--- config.mk ---
export PLATFORM = sky130hd
export DESIGN_NAME = bridge_io_forward_decode
export DESIGN_NICKNAME = d
export VERILOG_FILES = /design/src/rtl/iofwd_pkg.sv /design/src/rtl/io_window_match.sv /design/src/rtl/bridge_io_forward_decode.sv
export SDC_FILE = /design/constraint.sdc
export NUM_CORES = 1
export LEC_CHECK = 0
export CORE_MARGIN = 10
export CORE_UTILIZATION = 60
export DETAILED_ROUTE_END_ITERATION = 12
export DONT_BUFFER_PORTS = 1
export PLACE_DENSITY = 0.81
export SYNTH_ARGS = -nofsm -noshare
export SYNTH_HDL_FRONTEND = slang
export SYNTH_SLANG_ARGS = --single-unit
--- constraint.sdc ---
create_clock -name CLK_SYS -period 4 [get_ports CLK_SYS]
set_clock_uncertainty 0.1 [all_clocks]
set_input_delay 0.4 -clock CLK_SYS [delete_from_list [all_inputs] [get_ports CLK_SYS]]
set_output_delay 0.4 -clock CLK_SYS [all_outputs]
set_load 0.02 [all_outputs]
--- src/rtl/iofwd_pkg.sv ---
// constants for the bridge i/o forwarding decoder
package iofwd_pkg;
    // configuration byte offsets
    localparam logic [7:0] IO_BASE_LOW_OFF   = 8'h1c;
    localparam logic [7:0] IO_LIMIT_LOW_OFF  = 8'h1d;
    localparam logic [7:0] IO_BASE_HIGH_OFF  = 8'h30;
    localparam logic [7:0] IO_LIMIT_HIGH_OFF = 8'h32;
    // low nibble of the 8-bit fields: 32-bit i/o capability code
    localparam logic [3:0] IO_CAP_32BIT      = 4'h1;
    // reset values of the writable parts
    localparam logic [3:0]  IO_BASE_MID_RST   = 4'h0;
    localparam logic [15:0] IO_BASE_HIGH_RST  = 16'h0000;
    localparam logic [3:0]  IO_LIMIT_MID_RST  = 4'h0;
    localparam logic [15:0] IO_LIMIT_HIGH_RST = 16'h0000;
    // implied low address bits of base and limit
    localparam logic [11:0] IO_BASE_FILL      = 12'h000;
    localparam logic [11:0] IO_LIMIT_FILL     = 12'hfff;
    // legacy hole: offset within 1 kB block below 256 goes down
    localparam int          HOLE_BLK_HI       = 9;
    localparam int          HOLE_BLK_LO       = 8;
    localparam logic [15:0] FIRST_64K_HIGH    = 16'h0000;
    // decision codes
    typedef enum logic [1:0] {
        FWD_NONE,
        FWD_DOWN,
        FWD_UP
    } fwd_type;
endpackage : iofwd_pkg

--- src/rtl/io_window_match.sv ---
// compares an i/o address against the assembled base/limit window
`timescale 1ns/1ps
`default_nettype none
module io_window_match (
    // window bounds
    input  wire logic [31:0] base,
    input  wire logic [31:0] limit,
    // address under test
    input  wire logic [31:0] addr,
    // results
    output logic             in_window,
    output logic             in_hole_zone,
    output logic             legacy_low
);
    // inclusive range compare; base above limit never matches
    always_comb begin
        in_window    = (addr >= base) && (addr <= limit);
        in_hole_zone = in_window && (addr[31:16] == iofwd_pkg::FIRST_64K_HIGH);
        legacy_low   = (addr[iofwd_pkg::HOLE_BLK_HI:iofwd_pkg::HOLE_BLK_LO] == 2'b00);
    end
endmodule : io_window_match
`default_nettype wire

--- src/rtl/bridge_io_forward_decode.sv ---
// forwarding decision for i/o and memory transactions of a pci-pci bridge
`timescale 1ns/1ps
`default_nettype none
module bridge_io_forward_decode (
    // clock and reset
    input  wire logic        CLK_SYS,
    input  wire logic        NRST,
    // configuration write port, byte wide
    input  wire logic        CFG_WR,
    input  wire logic [7:0]  CFG_ADDR,
    input  wire logic [7:0]  CFG_WDATA,
    // configuration read port, byte wide, registered data
    input  wire logic        CFG_RD,
    output logic [7:0]       CFG_RDATA,
    // command and control bits
    input  wire logic        IO_DECODE_EN,
    input  wire logic        MEM_DECODE_EN,
    input  wire logic        UPSTREAM_EN,
    input  wire logic        LEGACY_BUS_HOLE_MODE,
    // primary bus request
    input  wire logic        PRI_REQ,
    input  wire logic        PRI_IS_IO,
    input  wire logic [31:0] PRI_ADDR,
    input  wire logic        PRI_MEM_HIT,
    // secondary bus request
    input  wire logic        SEC_REQ,
    input  wire logic        SEC_IS_IO,
    input  wire logic [31:0] SEC_ADDR,
    input  wire logic        SEC_MEM_HIT,
    // decisions
    output logic             PRI_FWD_DOWN,
    output logic             SEC_FWD_UP,
    output logic [31:0]      DOWN_ADDR,
    output logic [31:0]      UP_ADDR
);
    // overview of the decoder
    // one pci clock domain; every input but NRST is taken as synchronous
    // the decision for a request is registered, so a claim shows
    // on the clock after the address cycle and stands one cycle
    // primary and secondary requests are judged independently,
    // so both buses may present an address in the same cycle
    // memory window hits are decoded outside and arrive as flags;
    // only their enable gating and the upstream default live here
    // no address translation: forwarded addresses are copied as is

    // reset release: the pin reset clears at once, but release is
    // passed through two flip-flops so every register leaves reset
    // on the same clock edge; only the second stage is used below
    // reset synchroniser
    logic rst_meta_reg;       // first stage
    logic rst_sync_n_reg;     // released reset

    always_ff @(posedge CLK_SYS or negedge NRST) begin
        if (!NRST) begin
            rst_meta_reg   <= 1'b0;
            rst_sync_n_reg <= 1'b0;
        end else begin
            rst_meta_reg   <= 1'b1;
            rst_sync_n_reg <= rst_meta_reg;
        end
    end

    // window bounds are kept only as their writable bits;
    // the low twelve address bits are implied by the decode
    // granularity (zeros for base, ones for limit), so the
    // window can never be narrower than 4 kB nor misaligned
    // the low nibble of each 8-bit field is not stored at all;
    // it is a constant capability code supplied on reads
    // window register state
    logic [3:0]  base_mid_reg,   base_mid_next;    // base bits 15:12
    logic [15:0] base_high_reg,  base_high_next;   // base bits 31:16
    logic [3:0]  limit_mid_reg,  limit_mid_next;   // limit bits 15:12
    logic [15:0] limit_high_reg, limit_high_next;  // limit bits 31:16
    logic [7:0]  rdata_reg,      rdata_next;       // read data

    // bounds are rebuilt combinationally from the stored fields;
    // the full 32-bit compare lets the window sit anywhere in
    // the 4 GB port space, above or below the 64 kB line
    // assembled 32-bit bounds with 4 kB granularity
    logic [31:0] io_base;
    logic [31:0] io_limit;
    assign io_base  = {base_high_reg, base_mid_reg, iofwd_pkg::IO_BASE_FILL};
    assign io_limit = {limit_high_reg, limit_mid_reg, iofwd_pkg::IO_LIMIT_FILL};

    // configuration port behaviour
    // - one byte per strobe; the 16-bit upper halves are written
    //   as two bytes, low byte at the even offset
    // - a write to an offset not held here is dropped silently
    // - a read of an unmapped offset returns zero
    // - a read in the same cycle as a write returns the old value,
    //   because read data is taken from the registers, not the bus
    // - read data is registered and holds until the next read
    // hazard: software must not move the window while either bus
    // has a transfer in flight; a half-written 16-bit upper field
    // gives a transient window between the two byte writes
    // register writes and reads
    always_comb begin
        base_mid_next   = base_mid_reg;
        base_high_next  = base_high_reg;
        limit_mid_next  = limit_mid_reg;
        limit_high_next = limit_high_reg;
        rdata_next      = rdata_reg;
        if (CFG_WR) begin
            unique case (CFG_ADDR)
                // only the upper nibble is writable
                iofwd_pkg::IO_BASE_LOW_OFF:       base_mid_next = CFG_WDATA[7:4];
                iofwd_pkg::IO_LIMIT_LOW_OFF:      limit_mid_next = CFG_WDATA[7:4];
                iofwd_pkg::IO_BASE_HIGH_OFF:      base_high_next[7:0] = CFG_WDATA;
                iofwd_pkg::IO_BASE_HIGH_OFF + 8'h01:  base_high_next[15:8] = CFG_WDATA;
                iofwd_pkg::IO_LIMIT_HIGH_OFF:     limit_high_next[7:0] = CFG_WDATA;
                iofwd_pkg::IO_LIMIT_HIGH_OFF + 8'h01: limit_high_next[15:8] = CFG_WDATA;
                default: ;                        // other offsets not held here
            endcase
        end
        if (CFG_RD) begin
            unique case (CFG_ADDR)
                iofwd_pkg::IO_BASE_LOW_OFF:       rdata_next = {base_mid_reg, iofwd_pkg::IO_CAP_32BIT};
                iofwd_pkg::IO_LIMIT_LOW_OFF:      rdata_next = {limit_mid_reg, iofwd_pkg::IO_CAP_32BIT};
                iofwd_pkg::IO_BASE_HIGH_OFF:      rdata_next = base_high_reg[7:0];
                iofwd_pkg::IO_BASE_HIGH_OFF + 8'h01:  rdata_next = base_high_reg[15:8];
                iofwd_pkg::IO_LIMIT_HIGH_OFF:     rdata_next = limit_high_reg[7:0];
                iofwd_pkg::IO_LIMIT_HIGH_OFF + 8'h01: rdata_next = limit_high_reg[15:8];
                default:                          rdata_next = 8'h00; // unmapped reads zero
            endcase
        end
    end

    // reset leaves base 0000_0000 and limit 0000_0fff, a window
    // over the bottom 4 kB; the enables are held outside this
    // block and are expected to be off until software has
    // programmed the window
    // register state, reset to the bottom 4 kB window
    always_ff @(posedge CLK_SYS or negedge rst_sync_n_reg) begin
        if (!rst_sync_n_reg) begin
            base_mid_reg   <= iofwd_pkg::IO_BASE_MID_RST;
            base_high_reg  <= iofwd_pkg::IO_BASE_HIGH_RST;
            limit_mid_reg  <= iofwd_pkg::IO_LIMIT_MID_RST;
            limit_high_reg <= iofwd_pkg::IO_LIMIT_HIGH_RST;
            rdata_reg      <= 8'h00;
        end else begin
            base_mid_reg   <= base_mid_next;
            base_high_reg  <= base_high_next;
            limit_mid_reg  <= limit_mid_next;
            limit_high_reg <= limit_high_next;
            rdata_reg      <= rdata_next;
        end
    end
    assign CFG_RDATA = rdata_reg;

    // one comparator per bus, both fed from the same bounds, so a
    // change of window takes effect on both sides together
    // the comparator also flags the legacy hole zone (inside the
    // window and below 64 kB) and the low quarter of a 1 kB block
    // base above limit gives no match at all, which turns the
    // window off without a separate disable bit
    // window matching for each bus
    logic pri_in_win;   // primary address in window
    logic pri_hole;     // primary in window below 64 kB
    logic pri_low;      // primary in low 256 of a 1 kB block
    logic sec_in_win;   // secondary address in window
    logic sec_hole;     // secondary in window below 64 kB
    logic sec_low;      // secondary in low 256 of a 1 kB block

    io_window_match u_pri_match (
        .base         (io_base),
        .limit        (io_limit),
        .addr         (PRI_ADDR),
        .in_window    (pri_in_win),
        .in_hole_zone (pri_hole),
        .legacy_low   (pri_low)
    );

    io_window_match u_sec_match (
        .base         (io_base),
        .limit        (io_limit),
        .addr         (SEC_ADDR),
        .in_window    (sec_in_win),
        .in_hole_zone (sec_hole),
        .legacy_low   (sec_low)
    );

    // decisions are kept as an enum so that the gating of each
    // branch reads clearly; only claim or no claim reaches the
    // registers on each side
    // decision state
    iofwd_pkg::fwd_type pri_dec, sec_dec;  // combinational decisions
    logic        down_reg, down_next;      // registered downstream claim
    logic        up_reg,   up_next;        // registered upstream claim
    logic [31:0] daddr_reg, daddr_next;    // forwarded primary address
    logic [31:0] uaddr_reg, uaddr_next;    // forwarded secondary address

    // primary decision order
    // - no request: no claim
    // - i/o with port decode off: ignored outright
    // - i/o in the hole zone with hole mode on: only the low
    //   256 bytes of each 1 kB block are claimed
    // - other i/o: claimed when inside the window
    // - memory: claimed on a window hit with memory decode on
    // the hole test comes before the plain window test because the
    // hole zone is a subset of the window
    // primary side: claim for downstream forwarding
    always_comb begin
        pri_dec = iofwd_pkg::FWD_NONE;
        if (PRI_REQ) begin
            if (PRI_IS_IO) begin
                if (!IO_DECODE_EN) begin
                    pri_dec = iofwd_pkg::FWD_NONE;
                end else if (LEGACY_BUS_HOLE_MODE && pri_hole) begin
                    // hole mode: only the low quarter of each 1 kB block
                    if (pri_low) begin
                        pri_dec = iofwd_pkg::FWD_DOWN;
                    end
                end else if (pri_in_win) begin
                    pri_dec = iofwd_pkg::FWD_DOWN;
                end
            end else if (MEM_DECODE_EN && PRI_MEM_HIT) begin
                pri_dec = iofwd_pkg::FWD_DOWN;
            end
        end
    end

    // secondary decision order
    // - upstream enable off: nothing is forwarded, i/o or memory
    // - i/o in the hole zone with hole mode on: the upper 768
    //   bytes of each 1 kB block go up, the low 256 stay below
    // - other i/o: forwarded up only when outside the window,
    //   which covers out-of-window addresses below 64 kB as well
    // - memory: forwarded up whenever no downstream window hits
    // the two sides are exact complements for i/o while both
    // enables are on, so the address space has no gaps
    // secondary side: everything not claimed downstream goes up
    always_comb begin
        sec_dec = iofwd_pkg::FWD_NONE;
        if (SEC_REQ && UPSTREAM_EN) begin
            if (SEC_IS_IO) begin
                if (LEGACY_BUS_HOLE_MODE && sec_hole) begin
                    if (!sec_low) begin
                        sec_dec = iofwd_pkg::FWD_UP;
                    end
                end else if (!sec_in_win) begin
                    sec_dec = iofwd_pkg::FWD_UP;
                end
            end else if (!SEC_MEM_HIT) begin
                sec_dec = iofwd_pkg::FWD_UP;
            end
        end
    end

    // the address registers load only on a claim, so an address
    // cycle that is not forwarded leaves the last claim visible
    // unchanged for whoever is still consuming it
    // next values of the decision outputs
    always_comb begin
        down_next  = (pri_dec == iofwd_pkg::FWD_DOWN);
        up_next    = (sec_dec == iofwd_pkg::FWD_UP);
        daddr_next = down_next ? PRI_ADDR : daddr_reg;
        uaddr_next = up_next ? SEC_ADDR : uaddr_reg;
    end

    // claim flags are pulses: high for one cycle per qualifying
    // request cycle; the forwarded addresses hold the last claim
    // so a consumer may sample them any time after the flag
    // decision registers
    always_ff @(posedge CLK_SYS or negedge rst_sync_n_reg) begin
        if (!rst_sync_n_reg) begin
            down_reg  <= 1'b0;
            up_reg    <= 1'b0;
            daddr_reg <= 32'h0000_0000;
            uaddr_reg <= 32'h0000_0000;
        end else begin
            down_reg  <= down_next;
            up_reg    <= up_next;
            daddr_reg <= daddr_next;
            uaddr_reg <= uaddr_next;
        end
    end

    assign PRI_FWD_DOWN = down_reg;
    assign SEC_FWD_UP   = up_reg;
    assign DOWN_ADDR    = daddr_reg;
    assign UP_ADDR      = uaddr_reg;
endmodule : bridge_io_forward_decode
`default_nettype wire

==> impl_metrics.prom <==
# TYPE chip_impl_metric gauge
chip_impl_metric{name="post-cts-setup-buffers",unit=""} 0
chip_impl_metric{name="grt_start_max_net_pins",unit=""} 89
chip_impl_metric{name="drv.max_cap_violation_count",unit=""} 0
chip_impl_info{name="crit_start",value="limit_high_reg[3]"} 1
chip_impl_metric{name="finalWirelength",unit="um"} 19300
chip_impl_metric{name="finalHoldViolCount",unit=""} 0
chip_impl_metric{name="drt_pre_antenna_iters",unit=""} 5
chip_impl_metric{name="wire_per_inst",unit="um"} 25.2
chip_impl_metric{name="synth_area_per_cell",unit="um2"} 11.4
chip_impl_info{name="ys.flop_type",value="sky130_fd_sc_hd__dfrtp_1"} 1
chip_impl_metric{name="drv_slew",unit=""} 0
chip_impl_metric{name="power.clock.fraction",unit="%"} 42.8
chip_impl_info{name="highest_count_cells_in_the_layout_ignoring_fill_and_taps",value="sky130_fd_sc_hd__dfrtp_1 (115), sky130_fd_sc_hd__ha_1 (80), sky130_fd_sc_hd__mux2_2 (60)"} 1
chip_impl_metric{name="crit_path_max_incr_delay",unit="ns"} 0.52
chip_impl_metric{name="ys_warn_count",unit=""} 0
chip_impl_metric{name="synth.yosys.seq_area_share",unit="%"} 42.9
chip_impl_metric{name="power.share.switching",unit="%"} 29.6
chip_impl_metric{name="drive_gt1_share",unit="%"} 22.0
chip_impl_metric{name="comb_power_share",unit="%"} 12.7
chip_impl_metric{name="grt_pass1_vias",unit=""} 5283
chip_impl_metric{name="initial_utilization",unit="%"} 61.9
chip_impl_metric{name="power_report.internal_total",unit="W"} 0.00256
chip_impl_info{name="worst_setup_path_start_kind",value="register"} 1
chip_impl_metric{name="power_density",unit="nW/um2"} 479
chip_impl_metric{name="p_seq_share",unit="%"} 44.5
chip_impl_metric{name="final_period_minus_worst_setup_slack",unit="ns"} 3.19
chip_impl_metric{name="synth_compound_area_share",unit="%"} 9.15
chip_impl_metric{name="synthXorXnorAreaFrac",unit="%"} 0
chip_impl_metric{name="relSlewSlack",unit="%"} 24.3
chip_impl_metric{name="p_leak",unit="nW"} 3.58
chip_impl_metric{name="async_flop_share",unit="%"} 100
chip_impl_metric{name="cts-htree-levels",unit=""} 4
chip_impl_metric{name="cts_inserted_buffers",unit=""} 17
chip_impl_metric{name="count_of_input_and_output_buffers",unit=""} 0
chip_impl_metric{name="finalNetCount",unit=""} 788
chip_impl_metric{name="vias_per_cell",unit=""} 6.52
chip_impl_metric{name="synthesis.instances",unit=""} 596
chip_impl_metric{name="gr-total-overflow",unit=""} 0
chip_impl_info{name="timing.critical_path.slowest_stage_cell",value="sky130_fd_sc_hd__buf_4"} 1
chip_impl_info{name="grt_setup_unrepaired",value="no"} 1
chip_impl_metric{name="clock_sinks",unit=""} 116
chip_impl_metric{name="dieArea",unit="um2"} 15900
chip_impl_metric{name="max_freq",unit="MHz"} 314
chip_impl_info{name="critical_register_to_register_path_endpoint",value="UP_ADDR[0]"} 1
chip_impl_metric{name="worst_slew_pin_slew",unit="ns"} 1.14
chip_impl_info{name="run_status",value="complete, no violations"} 1
chip_impl_metric{name="critPathArrivalTime",unit="ns"} 3.39
chip_impl_metric{name="finalCritPeriodShare",unit="%"} 79.7
chip_impl_metric{name="vias",unit=""} 5005
chip_impl_metric{name="reg2reg_depth",unit=""} 10
chip_impl_metric{name="dp_hpwl",unit="um"} 14900
chip_impl_metric{name="die_height",unit="um"} 126
chip_impl_info{name="worstSetupEndpointType",value="register"} 1
chip_impl_metric{name="boundaryPins",unit=""} 168
chip_impl_metric{name="grt_first_pass_wirelength",unit="um"} 30000
chip_impl_metric{name="post_synth_mux_area_share",unit="%"} 18.9
chip_impl_info{name="synth_top_family_by_area",value="multiplexers"} 1
chip_impl_metric{name="x_dimension_of_the_die",unit="um"} 126
chip_impl_metric{name="postCtsResizedCells",unit=""} 0
chip_impl_metric{name="row_count",unit=""} 38
chip_impl_metric{name="drc_errors",unit=""} 0
chip_impl_metric{name="post_synth_instance_area",unit="um2"} 6770
chip_impl_metric{name="hold_slack",unit="ns"} 0.0119
chip_impl_metric{name="design.core.area",unit="um2"} 10900
chip_impl_metric{name="cts_max_path_buffers",unit=""} 2
chip_impl_info{name="layout_commonest_cell",value="sky130_fd_sc_hd__dfrtp_1"} 1
chip_impl_metric{name="area_growth_syn_to_layout",unit="%"} 12.1
chip_impl_info{name="cts_tree",value="yes"} 1
chip_impl_info{name="worst_reg2reg_path_startpoint",value="limit_high_reg[3]"} 1
chip_impl_metric{name="cp_max_fo",unit=""} 33
chip_impl_metric{name="yosys_register_bits",unit=""} 116
chip_impl_metric{name="max-vdd-ir-drop",unit="mV"} 0.359
chip_impl_metric{name="synth-edff-count",unit=""} 0
chip_impl_metric{name="power_switching",unit="W"} 0.00108
chip_impl_metric{name="drt_first_iter_violations",unit=""} 419
chip_impl_info{name="cts_root_buf",value="sky130_fd_sc_hd__clkbuf_16"} 1
chip_impl_info{name="hp-class",value="in -> reg"} 1
chip_impl_metric{name="synth-simple-area-share",unit="%"} 10.3
chip_impl_metric{name="place_congestion",unit=""} 0.967
chip_impl_metric{name="setup_viol",unit=""} 0
chip_impl_metric{name="overall_track_demand_over_capacity_in_global_routing",unit="%"} 23.9
chip_impl_metric{name="worstPathRequired",unit="ns"} 4.20
chip_impl_metric{name="hold_buffers",unit=""} 7
chip_impl_info{name="critical_path_class",value="reg -> reg"} 1
chip_impl_metric{name="clk_latency",unit="ns"} 0.42
chip_impl_metric{name="ys_types",unit=""} 44
chip_impl_metric{name="postRouteAntennaNets",unit=""} 0
chip_impl_metric{name="setup_tns",unit="ns"} 0
chip_impl_metric{name="antenna_found_initial",unit=""} 1
chip_impl_metric{name="synth_nets",unit=""} 770
chip_impl_metric{name="register_clock_pin_slew_on_the_reported_worst_setup_and_hold_paths",unit="ns"} 0.06
chip_impl_metric{name="adder_cell_share_of_the_synthesized_area",unit="%"} 14.8
chip_impl_metric{name="rrSetupSlack",unit="ns"} 0.81
chip_impl_info{name="crit_chain",value="inv_1 -> ha_1 -> a21oi_1 -> o21ai_0 -> a221oi_1 -> nor2_1 -> o31a_2 -> a311oi_4 -> buf_4 -> mux2_2"} 1
chip_impl_info{name="crit_path_end",value="UP_ADDR[0]"} 1
## stage by stage
step	area (um2)	util, %	total power [W]	cells	setup WS (ns)
floorplan	6770	-	0.00195	596	0.429
global placement	6910	63.2	0.00204	728	0.992
detailed placement	6910	63.2	0.00208	728	0.874
CTS	7590	69.4	0.00365	767	0.872
global route	7590	69.4	0.00377	768	0.729
finish	7590	69.4	0.00364	768	0.814
## synth_stat cells (all sizes together), types with 5 or more instances
cell type / count / area share (%)
a21o: 5 / 0.55
a21oi: 39 / 2.9
and4: 6 / 0.78
buf: 7 / 0.78
clkbuf: 6 / 0.33
dfrtp: 116 / 43
ha: 80 / 15
inv: 51 / 2.8
mux2: 89 / 16
mux2i: 8 / 1.2
nand2: 43 / 2.4
nand3: 14 / 1.0
nand4: 20 / 1.8
nor2: 15 / 0.83
nor4: 13 / 1.2
o21ai: 35 / 2.6
o22ai: 8 / 0.74
## critical path: cells and delay by family (launching register included)
kind / cells / cell delay (ns)
adders and majority gates: 1 / 0.26
DFF: 1 / 0.39
and+or+nand+nor: 1 / 0.08
buffers and inverters: 2 / 0.62
muxes: 1 / 0.40
AOI/OAI and AO/OA: 5 / 1.21
## worst min path at each step
stage                 start                end  slack [ns]  cells past startpoint
6_report       CFG_WDATA[0]   base_high_reg[0]        0.01                      2
5_1_grt              CFG_RD       CFG_RDATA[4]       0.004                      1
4_1_cts        CFG_WDATA[6]  base_high_reg[14]       0.001                      2
3_5_place_dp           NRST       rst_meta_reg       0.005                      0
3_3_place_gp           NRST       rst_meta_reg       0.004                      0
2_1_floorplan          NRST       rst_meta_reg       0.004                      0
## routing by layer
metal | vias up | track usage, % | wire (um)
li1 | 2238 | - | -
met1 | 2452 | 27.3 | 7440
met2 | 274 | 38.6 | 9220
met3 | 41 | 10.8 | 2200
met4 | 0 | 8.77 | 460
met5 | - | 0 | 0
## logic make-up after synthesis
family	count (synthesis)
and+or+nand+nor	130
DFF	116
AOI/OAI and AO/OA	104
muxes	101
adders and majority gates	80
buffers and inverters	64
other	1
## power groups by stage
stage	Clock, W	Combinational (W)	Sequential (W)
floorplan	0	0.000363	0.00159
global placement	0	0.000410	0.00163
detailed placement	0	0.000443	0.00164
CTS	0.00157	0.000458	0.00162
global route	0.00162	0.000508	0.00164
finish	0.00155	0.000463	0.00162
## area by class of cell
cell class              instances  area, um2
fillers                       787       3340
repair buffers                 12        108
flip-flops and latches        116       2910
inverters                      51        191
clock inverters                15        183
multi-input cells             416       3600
well taps                     140        175
diodes                          1       2.50
clock buffers                  17        425
Power figures use the tool's default switching activity.
